`src/rtl/kic_pkg.sv`:
```
package kic_pkg;

  // ---------------------------------------------------------------------
  // Special function register addresses
  // ---------------------------------------------------------------------
  localparam logic [7:0] ADDR_INT_ENABLE_MAIN       = 8'hA8;
  localparam logic [7:0] ADDR_INT_ENABLE_EXTENDED   = 8'hA9;
  localparam logic [7:0] ADDR_INT_PRIORITY_MAIN     = 8'hB8;
  localparam logic [7:0] ADDR_INT_PRIORITY_EXTENDED = 8'hB9;
  localparam logic [7:0] ADDR_LINE_LEVEL_POLARITY   = 8'hFD;
  localparam logic [7:0] ADDR_LINE_SOURCE_ENABLE    = 8'hFE;
  localparam logic [7:0] ADDR_LINE_DETECT_FLAGS     = 8'hFF;

  // ---------------------------------------------------------------------
  // Reset values and writable bit masks
  // ---------------------------------------------------------------------
  localparam logic [7:0] RST_REG          = 8'h00;
  localparam logic [7:0] MASK_ENABLE_MAIN = 8'hBF;
  localparam logic [7:0] MASK_LOW_SIX     = 8'h3F;
  localparam logic [7:0] MASK_LOW_TWO     = 8'h03;

  // ---------------------------------------------------------------------
  // Field positions
  // ---------------------------------------------------------------------
  localparam int BIT_GLOBAL_INT_ENABLE     = 7;
  localparam int BIT_KEYPAD_GROUP          = 0;
  localparam int BIT_COUNTER_ARRAY         = 1;
  localparam int NUM_SOURCES               = 8;
  localparam int SRC_KEYPAD                = 6;

  // ---------------------------------------------------------------------
  // Vectors: source index n sits at base + step * n
  // ---------------------------------------------------------------------
  localparam logic [15:0] VECTOR_BASE = 16'h0003;
  localparam logic [15:0] VECTOR_STEP = 16'h0008;

  typedef enum logic [1:0] {
    KIC_IDLE,
    KIC_LOW_ACTIVE,
    KIC_HIGH_ACTIVE,
    KIC_BOTH_ACTIVE
  } kic_level_t;

endpackage

```
`src/rtl/kic_ctrl.sv`:
```
`timescale 1ns/1ps
// How it works
// - Polarity bit 0 detects low, 1 high
// - Register bit n maps to keypad line n
// - Enable 0 plain pin, 1 allows request
// - Hardware sets flag on selected line level
// - Flag requests only when line enabled
// - Flags read-only, cleared by reading them
// - Eight vectors 0003h step eight, fixed polling
// - Each source has its own enable bit
// - Global enable zero blocks all acknowledges
// - Main enable bits five to zero mapping
// - Extended enable: counter array, keypad group
// - Main priority bits five to zero mapping
// - Extended priority: counter array, keypad group
// - Keypad lines on port one wake device
// - Eight keypad lines share one vector
module kic_ctrl (
  input  wire logic        i_sys_clk,
  input  wire logic        i_srst,
  input  wire logic [7:0]  i_sfr_addr,
  input  wire logic        i_sfr_wr,
  input  wire logic        i_sfr_rd,
  input  wire logic [7:0]  i_sfr_wdata,
  output logic      [7:0]  o_sfr_rdata,
  output logic             o_sfr_hit,
  input  wire logic [7:0]  i_port1,
  input  wire logic [5:0]  i_periph_req,
  input  wire logic        i_counter_array_req,
  output logic             o_irq,
  output logic      [15:0] o_irq_vector,
  output logic      [2:0]  o_irq_source,
  input  wire logic        i_irq_ack,
  input  wire logic        i_reti,
  output logic      [7:0]  o_keypad_line_enable,
  output logic             o_wake,
  output logic             o_expanded_keypad_interrupt,
  output kic_pkg::kic_level_t o_active_level
);
  import kic_pkg::*;

  // ---------------------------------------------------------------------
  // Registers
  // ---------------------------------------------------------------------
  logic [7:0] int_enable_main;
  logic [7:0] int_enable_extended;
  logic [7:0] int_priority_main;
  logic [7:0] int_priority_extended;
  logic [7:0] line_level_polarity;
  logic [7:0] line_source_enable;
  logic [7:0] line_detect_flags;
  logic [7:0] port_sync1;
  logic [7:0] port_sync2;
  logic       high_active;
  logic       low_active;

  // Picks the lowest-numbered set bit, which is the polling order.
  function automatic logic [2:0] first_set(input logic [7:0] v);
    logic [2:0] idx;
    idx = 3'h0;
    for (int i = NUM_SOURCES - 1; i >= 0; i--) begin
      if (v[i]) begin
        idx = 3'(i);
      end
    end
    return idx;
  endfunction

  // ---------------------------------------------------------------------
  // Decode
  // ---------------------------------------------------------------------
  wire sel_iem  = (i_sfr_addr == ADDR_INT_ENABLE_MAIN);
  wire sel_iex  = (i_sfr_addr == ADDR_INT_ENABLE_EXTENDED);
  wire sel_ipm  = (i_sfr_addr == ADDR_INT_PRIORITY_MAIN);
  wire sel_ipx  = (i_sfr_addr == ADDR_INT_PRIORITY_EXTENDED);
  wire sel_pol  = (i_sfr_addr == ADDR_LINE_LEVEL_POLARITY);
  wire sel_sen  = (i_sfr_addr == ADDR_LINE_SOURCE_ENABLE);
  wire sel_flg  = (i_sfr_addr == ADDR_LINE_DETECT_FLAGS);
  wire any_sel  = sel_iem | sel_iex | sel_ipm | sel_ipx | sel_pol
                | sel_sen | sel_flg;
  wire flag_rd  = i_sfr_rd & sel_flg;

  // ---------------------------------------------------------------------
  // Keypad detection
  // ---------------------------------------------------------------------
  // A line matches when the synchronised level equals its polarity bit.
  wire [7:0] line_match   = ~(port_sync2 ^ line_level_polarity);
  wire [7:0] next_flags   = line_match
                          | (flag_rd ? 8'h00 : line_detect_flags);
  wire [7:0] line_request = line_detect_flags & line_source_enable;
  wire       keypad_group_enable =
    int_enable_extended[BIT_KEYPAD_GROUP];
  wire       keypad_group_priority =
    int_priority_extended[BIT_KEYPAD_GROUP];
  wire       keypad_req   = |line_request;

  // ---------------------------------------------------------------------
  // Priority resolution
  // ---------------------------------------------------------------------
  wire [7:0] src_req = {i_counter_array_req, keypad_req,
                        i_periph_req};
  wire [7:0] src_en  = {int_enable_extended[BIT_COUNTER_ARRAY],
                        keypad_group_enable,
                        int_enable_main[5:0]};
  wire [7:0] src_pri = {int_priority_extended[1:0],
                        int_priority_main[5:0]};
  wire       global_int_enable = int_enable_main[BIT_GLOBAL_INT_ENABLE];
  wire [7:0] pend    = src_req & src_en & {8{global_int_enable}};
  wire [7:0] pend_hi = pend & src_pri;
  wire [7:0] pend_lo = pend & ~src_pri;
  // High requests win over low; a low one waits for all handlers.
  wire       take_hi = (|pend_hi) & ~high_active;
  wire       take_lo = (|pend_lo) & ~high_active & ~low_active
                     & ~(|pend_hi);
  wire [2:0] win_idx = take_hi ? first_set(pend_hi) : first_set(pend_lo);

  assign o_irq = take_hi | take_lo;
  assign o_irq_source = win_idx;
  assign o_irq_vector = VECTOR_BASE
                      + 16'(VECTOR_STEP * {13'h0000, win_idx});
  assign o_keypad_line_enable = line_source_enable;
  assign o_expanded_keypad_interrupt = keypad_req & keypad_group_enable;
  // Wake does not need the clock-gated core, only a flagged enabled line.
  assign o_wake = keypad_req;
  assign o_sfr_hit = any_sel;
  assign o_active_level = kic_level_t'({high_active, low_active});

  wire [7:0] rd_mux =
      sel_iem ? int_enable_main
    : sel_iex ? int_enable_extended
    : sel_ipm ? int_priority_main
    : sel_ipx ? int_priority_extended
    : sel_pol ? line_level_polarity
    : sel_sen ? line_source_enable
    : sel_flg ? line_detect_flags
    : RST_REG;

  // ---------------------------------------------------------------------
  // Sequential logic
  // ---------------------------------------------------------------------
  always_ff @(posedge i_sys_clk) begin
    port_sync1 <= i_port1;
    port_sync2 <= port_sync1;
  end

  always_ff @(posedge i_sys_clk) begin
    if (i_srst) begin
      int_enable_main       <= RST_REG;
      int_enable_extended   <= RST_REG;
      int_priority_main     <= RST_REG;
      int_priority_extended <= RST_REG;
      line_level_polarity   <= RST_REG;
      line_source_enable    <= RST_REG;
    end else if (i_sfr_wr) begin
      if (sel_iem) int_enable_main <= i_sfr_wdata & MASK_ENABLE_MAIN;
      if (sel_iex) int_enable_extended <= i_sfr_wdata & MASK_LOW_TWO;
      if (sel_ipm) int_priority_main <= i_sfr_wdata & MASK_LOW_SIX;
      if (sel_ipx) int_priority_extended <= i_sfr_wdata & MASK_LOW_TWO;
      if (sel_pol) line_level_polarity <= i_sfr_wdata;
      if (sel_sen) line_source_enable <= i_sfr_wdata;
    end
  end

  // Reading clears; a line still matching sets again in the same cycle.
  always_ff @(posedge i_sys_clk) begin
    if (i_srst) begin
      line_detect_flags <= RST_REG;
    end else begin
      line_detect_flags <= next_flags;
    end
  end

  always_ff @(posedge i_sys_clk) begin
    if (i_srst) begin
      o_sfr_rdata <= RST_REG;
    end else if (i_sfr_rd) begin
      o_sfr_rdata <= rd_mux;
    end
  end

  // Handler nesting: a return ends the highest active level first.
  always_ff @(posedge i_sys_clk) begin
    if (i_srst) begin
      high_active <= 1'b0;
      low_active  <= 1'b0;
    end else if (i_irq_ack && o_irq) begin
      if (take_hi) high_active <= 1'b1;
      else low_active <= 1'b1;
    end else if (i_reti) begin
      if (high_active) high_active <= 1'b0;
      else low_active <= 1'b0;
    end
  end
endmodule

```
`config.mk`:
```
export PLATFORM = sky130hd
export DESIGN_NAME = kic_ctrl
export DESIGN_NICKNAME = d
export VERILOG_FILES = /design/src/rtl/kic_pkg.sv /design/src/rtl/kic_ctrl.sv
export SDC_FILE = /design/constraint.sdc
export NUM_CORES = 1
export LEC_CHECK = 0
export ABC_AREA = 1
export BUFFER_PORTS_ARGS = -buffer_cell sky130_fd_sc_hd__buf_2
export CAP_MARGIN = 20
export CORE_ASPECT_RATIO = 0.8
export CORE_MARGIN = 4
export CORE_UTILIZATION = 50
export DETAILED_ROUTE_END_ITERATION = 8
export PLACE_DENSITY = 0.8
export RECOVER_POWER = 25
export REMOVE_ABC_BUFFERS = 1
export SLEW_MARGIN = 25
export SYNTH_ARGS = -nofsm -noshare
export SYNTH_HDL_FRONTEND = slang
export SYNTH_SLANG_ARGS = --single-unit
```
`constraint.sdc`:
```
create_clock -name i_sys_clk -period 1.9 [get_ports i_sys_clk]
set_clock_uncertainty 0.15 [all_clocks]
set_input_delay 0.19 -clock i_sys_clk [delete_from_list [all_inputs] [get_ports i_sys_clk]]
set_output_delay 0.19 -clock i_sys_clk [all_outputs]
set_load 0.05 [all_outputs]
```
==> results of run 1 <==
## state kept, by name, indices dropped and copies added (netlist names)
name	flops
line_detect_flags	8
line_level_polarity	8
o_keypad_line_enable	8
o_sfr_rdata	8
port_sync1	8
port_sync2	8
int_enable_main	7
int_priority_main	6
int_enable_extended	2
int_priority_extended	2
high_active	1
low_active	1
## power groups by stage
| stage | Sequential [mW] | Clock, mW | Combinational (mW) |
|---|---|---|---|
| after global placement | 1.49 | 0 | 0.221 |
| final | 1.46 | 1.12 | 0.260 |
| after detailed placement | 1.49 | 0 | 0.224 |
| after global routing | 1.46 | 1.20 | 0.279 |
| after CTS | 1.46 | 1.14 | 0.256 |
| after floorplan | 1.50 | 0 | 0.112 |
## Yosys cell counts, drive strengths merged
master | n | area (sq um)
nor3 | 3 | 25.0
o211ai | 1 | 7.51
a21oi | 50 | 250
inv | 43 | 161
xor2 | 8 | 70.1
buf | 25 | 188
o21ai | 25 | 125
a31oi | 4 | 25.0
nand3 | 18 | 95.1
o221ai | 1 | 8.76
nand4 | 22 | 181
a211oi | 1 | 7.51
o21bai | 1 | 7.51
a41oi | 1 | 8.76
o2bb2ai | 1 | 8.76
o2111ai | 1 | 8.76
nor2 | 28 | 148
clkbuf | 5 | 18.8
o31ai | 2 | 15.0
dfxtp | 67 | 1340
nand2 | 122 | 485
conb | 2 | 7.51
## per-stage QoR
step,worst slack [ns],util (%)
2_1_floorplan,-2.20,-
3_3_place_gp,0.0108,59.5
3_5_place_dp,-0.0452,59.5
4_1_cts,-0.297,68.3
5_1_grt,-0.476,70.6
6_report,-0.375,70.6
## worst paths after layout
kind | endpoint | cells after the start | slack [ns]
worst min-delay path | high_active | 3 | 0.03
worst max-delay path | o_irq_source[2] | 10 | -0.37
worst min register to register | port_sync2[6] | 0 | 0.18
worst max register to register | high_active | 12 | 0.14
## cell type report
class	count	area (sq um)
clock buffers	10	128
clock inverters	5	55.1
fillers	478	1770
inverters	43	164
multi-input cells	302	1660
flip-flops and latches	67	1360
well taps	81	101
repair buffers	111	801
## logic make-up after synthesis
group,count (synthesis),synth area share (%)
and+or+nand+nor,193,29.3
DFF,67,42.0
other,2,0.235
buffers and inverters,73,11.5
AOI/OAI and AO/OA,88,14.8
xor gates and xnor gates,8,2.19
## layer usage
layer	global-route usage (%)	routed length, um
met5	0	0
met4	10.2	227
met3	8.12	969
met2	38.5	4430
met1	28.3	3940
## critical path: stages, from the launching register on
cell and delay (ns):
dfxtp_4 0.36, clkbuf_16 0.16, nand4_1 0.11, nand2_2 0.10, nor2_4 0.15, buf_4 0.13, buf_4 0.10, buf_4 0.09
nand3_2 0.09, o21ai_2 0.11, buf_6 0.19
## what timing repair did
action / CTS / global route
pin swaps: 10 / 19
buffers inserted: 11 / 4
gates resized for setup: 38 / 31
endpoints found under the hold margin: 23 / 0
setup endpoints to repair: 7 / 8
cloned: 0 / 1
hold buffers: 15 / 0
==> metrics.csv, run 1 <==
metric,value,unit
status,"finished, violations left",
failing checks,negative setup slack,
Final GP Congestion,0.912,
"flops & latches, synth",67,
Worst Tran Pin Value,0.577,ns
IO Count,78,
Max Cap Viol,0,
design area,4260,sq um
worst vdd ir,0.595,mV
crit-path max FO,7,
clock sink total,67,
Netlist Area Pre-Place,3190,sq um
P_int,2.12,mW
Tot Pwr,2.84,mW
critical path class,reg2out,
Worst-path clk slew,0.07,ns
setup TNS,-2.33,ns
"Hold Violations, Final",0,
htree depth,3,
first-pass detailed-route iteration total,5,
max frequency,440,MHz
Pwr Density,666,nW/um^2
placement row count,25,
first-pass GRT wire length,14700,um
Rel. slew slack,61.5,%
FF-to-FF Start,int_enable_main[7],
Post-Syn Instances,431,
P_sw,722,uW
placed cell count,574,
final setup vio count,7,
die width,97.4,um
Layout area overhead,33.5,%
crit path time final,2.27,ns
crit start category,flip-flop,
vias in the first global route,3239,
Core Area,6040,sq um
wire per inst,15.5,um
Post-DP Area,3590,sq um
sequential share of the synthesized area,42.0,%
Final HPWL DP,6310,um
Die Footprint,7740,sq um
"Period Utilization, post-route",120,%
Routed Antenna Nets,0,
RSZ-0062 raised after global routing,true,
Comb pwr share,9.1,%
Die Y,79.5,um
largest net degree at the start of global routing,32,
PnR worst setup slack,-0.375,ns
crit path DAT,1.93,ns
Ys Warns,0,
Critical Path RT,1.56,ns
aggregate global-route resource usage,23.6,%
sequential share of power,51.4,%
"Distinct cells, synth",35,
routed vias/inst,5.48,
"most common cell after layout, fill and taps aside",nand2_1,
via count,3390,
CP startpoint,int_enable_main[7],
total CTS buffers,9,
grt ovf,0,
worst skew pair latency,0.35,ns
ant diodes,0,
leakage,1.95,nW
Port Buffers,64,
DRC violation count after routing,0,
Clock Path Buffers,2,
most frequent cells in the layout,"nand2_1, buf_2, dfxtp_1",
initial antenna violation count,0,
CP Capture Type,output pin,
Switching Share,25.4,%
Iter 0 DRT Violations,249,
max-slew violation count,0,
Initial Util,52.9,%
Worst Hold Class,in2reg,
Clock Tree Root,clkbuf_8,
CTS tree,done,
Nets,571,
hold_sp,i_irq_ack,
Non-Filler Instances,619,
Min Hold Slack,0.0274,ns
syn avg cell area,7.41,sq um
Clk pwr share,39.5,%
layout cells sized above 1,33.6,%
WL final,9570,um
(Power assumes the default switching activity.)
==> run 2: changes to the inputs <==
==> constraint.sdc (replaced) <==
create_clock -name i_sys_clk -period 2.2 [get_ports i_sys_clk]
set_clock_uncertainty 0.15 [all_clocks]
set_input_delay 0.22 -clock i_sys_clk [delete_from_list [all_inputs] [get_ports i_sys_clk]]
set_output_delay 0.22 -clock i_sys_clk [all_outputs]
set_load 0.05 [all_outputs]
==> metrics.csv, run 2 (synthesis gave the netlist of run 1 again) <==
metric,value,unit,change
Rel. slew slack,60.7,%,-0.79 points
WL final,10400,um,+8.5%
Final GP Congestion,0.956,,+4.8%
die width,97.4,um,unchanged
setup TNS,-1.49,ns,+0.834 ns
Min Hold Slack,0.0108,ns,-0.0166 ns
worst vdd ir,0.410,mV,-31%
final setup vio count,7,,unchanged
P_sw,697,uW,-3.4%
"Period Utilization, post-route",112,%,
htree depth,3,,unchanged
Port Buffers,64,,unchanged
Initial Util,52.9,%,unchanged
RSZ-0062 raised after global routing,true,,
max frequency,407,MHz,
routed vias/inst,5.65,,+3.1%
Max Cap Viol,0,,unchanged
placement row count,25,,unchanged
fin util,70.9,%,+0.29 points
via count,3467,,+2.3%
Clk pwr share,44.5,%,+5.0 points
Clock Tree Root,clkbuf_8,,
Worst Tran Pin Value,0.589,ns,+0.0119 ns
placed cell count,560,,-2.4%
Tot Pwr,2.67,mW,-6.2%
Core Area,6040,sq um,unchanged
Critical Path RT,1.83,ns,+0.27 ns
Clock Path Buffers,2,,unchanged
Final HPWL DP,6270,um,-0.65%
CTS tree,done,,
sequential share of power,47.2,%,-4.2 points
crit path time final,2.45,ns,
Layout area overhead,34.0,%,
largest net degree at the start of global routing,32,,unchanged
design area,4280,sq um,+0.41%
Worst-path clk slew,0.08,ns,about the same
worst skew pair latency,0.35,ns,about the same
wire per inst,16.9,um,+9.4%
Post-DP Area,3490,sq um,-2.9%
Routed Antenna Nets,0,,unchanged
Comb pwr share,8.2,%,-0.9 points
crit path DAT,2.08,ns,+0.15 ns
PnR worst setup slack,-0.255,ns,+0.120 ns
clock sink total,67,,unchanged
Die Y,79.5,um,unchanged
total CTS buffers,9,,unchanged
leakage,1.92,nW,-1.2%
status,"finished, violations left",,
P_int,1.97,mW,-7.1%
most frequent cells in the layout,"nand2_1, buf_2, dfxtp_1",,
initial antenna violation count,0,,unchanged
Switching Share,26.2,%,+0.75 points
Die Footprint,7740,sq um,unchanged
Place WS,0.0883,ns,+0.134 ns
Iter 0 DRT Violations,438,,+76%
CP Capture Type,output pin,,
first-pass GRT wire length,15000,um,+2.1%
aggregate global-route resource usage,24.1,%,+0.50 points
vias in the first global route,3170,,-2.1%
"most common cell after layout, fill and taps aside",nand2_1,,
grt ovf,0,,unchanged
"Hold Violations, Final",0,,unchanged
Pwr Density,622,nW/um^2,-6.6%
Worst Hold Class,in2reg,,
crit-path max FO,5,,-2
max-slew violation count,0,,unchanged
failing checks,negative setup slack,,
IO Count,78,,unchanged
first-pass detailed-route iteration total,6,,+1
critical path class,reg2out,,
Nets,565,,-1.1%
layout cells sized above 1,32.6,%,-1.0 points
DRC violation count after routing,0,,unchanged
crit start category,flip-flop,,
ant diodes,0,,unchanged
Non-Filler Instances,614,,-0.81%
-- run 2: cell types whose count changed in the layout (fill, tap and decap cells not counted), sizes merged --
| cell | delta |
|---|---|
| clkbuf | -2 |
| bufinv | +1 |
| dlygate4sd3 | -2 |
| buf | -3 |
| clkinv | -2 |
| inv | +5 |
| clkinvlp | -2 |
-- run 2: final cells by class --
class                   instances  area (sq um)
flip-flops and latches         67          1360
well taps                      81           101
fillers                       438          1760
clock buffers                   9           124
multi-input cells             302          1670
clock inverters                 7           104
repair buffers                105           757
inverters                      43           161
-- run 2: repair_timing --
item / in CTS / in global routing
endpoints found under the hold margin: 14 / 0
endpoints found under the setup margin: 7 / 7
cloned: 0 / 1
resized for setup: 39 / 31
hold buffers: 13 / 0
pin swaps: 16 / 19
buffers inserted: 17 / 8
-- run 2: path summary, 6_finish.rpt --
| check | from | end | slack (ns) | cells past startpoint |
|---|---|---|---|---|
| worst min register to register | port_sync1[7] | port_sync2[7] | 0.18 | 0 |
| worst max-delay path | int_enable_main[7] | o_irq_vector[3] | -0.25 | 11 |
| worst max register to register | int_enable_main[7] | high_active | 0.22 | 13 |
| worst min-delay path | i_sfr_wdata[6] | o_keypad_line_enable[6] | 0.01 | 3 |
-- run 2: critical path: stages (launching register included) --
cell and delay, ns:
dfxtp_4 0.39, clkbuf_16 0.15, nand4_1 0.14, nand2_2 0.11, nor2_4 0.18, nand4_4 0.12, nand2_4 0.11, inv_2 0.07
nor2_4 0.10, nand2_2 0.09, nand2_4 0.09, buf_8 0.16
-- run 2: metal layers --
layer  wire [um]  track usage, %  vias up
met4         553            8.02        0
li1            -               -     1581
met3        1220            7.95       67
met1        3930            30.8     1552
met5           0               0        -
met2        4680            38.4      267
-- run 2: power groups by stage --
stage | combinational (mW) | sequential [mW] | clock (mW)
floorplan | 0.0968 | 1.30 | 0
global placement | 0.186 | 1.29 | 0
detailed placement | 0.189 | 1.29 | 0
CTS | 0.215 | 1.26 | 1.19
global route | 0.236 | 1.26 | 1.26
finish | 0.219 | 1.26 | 1.19
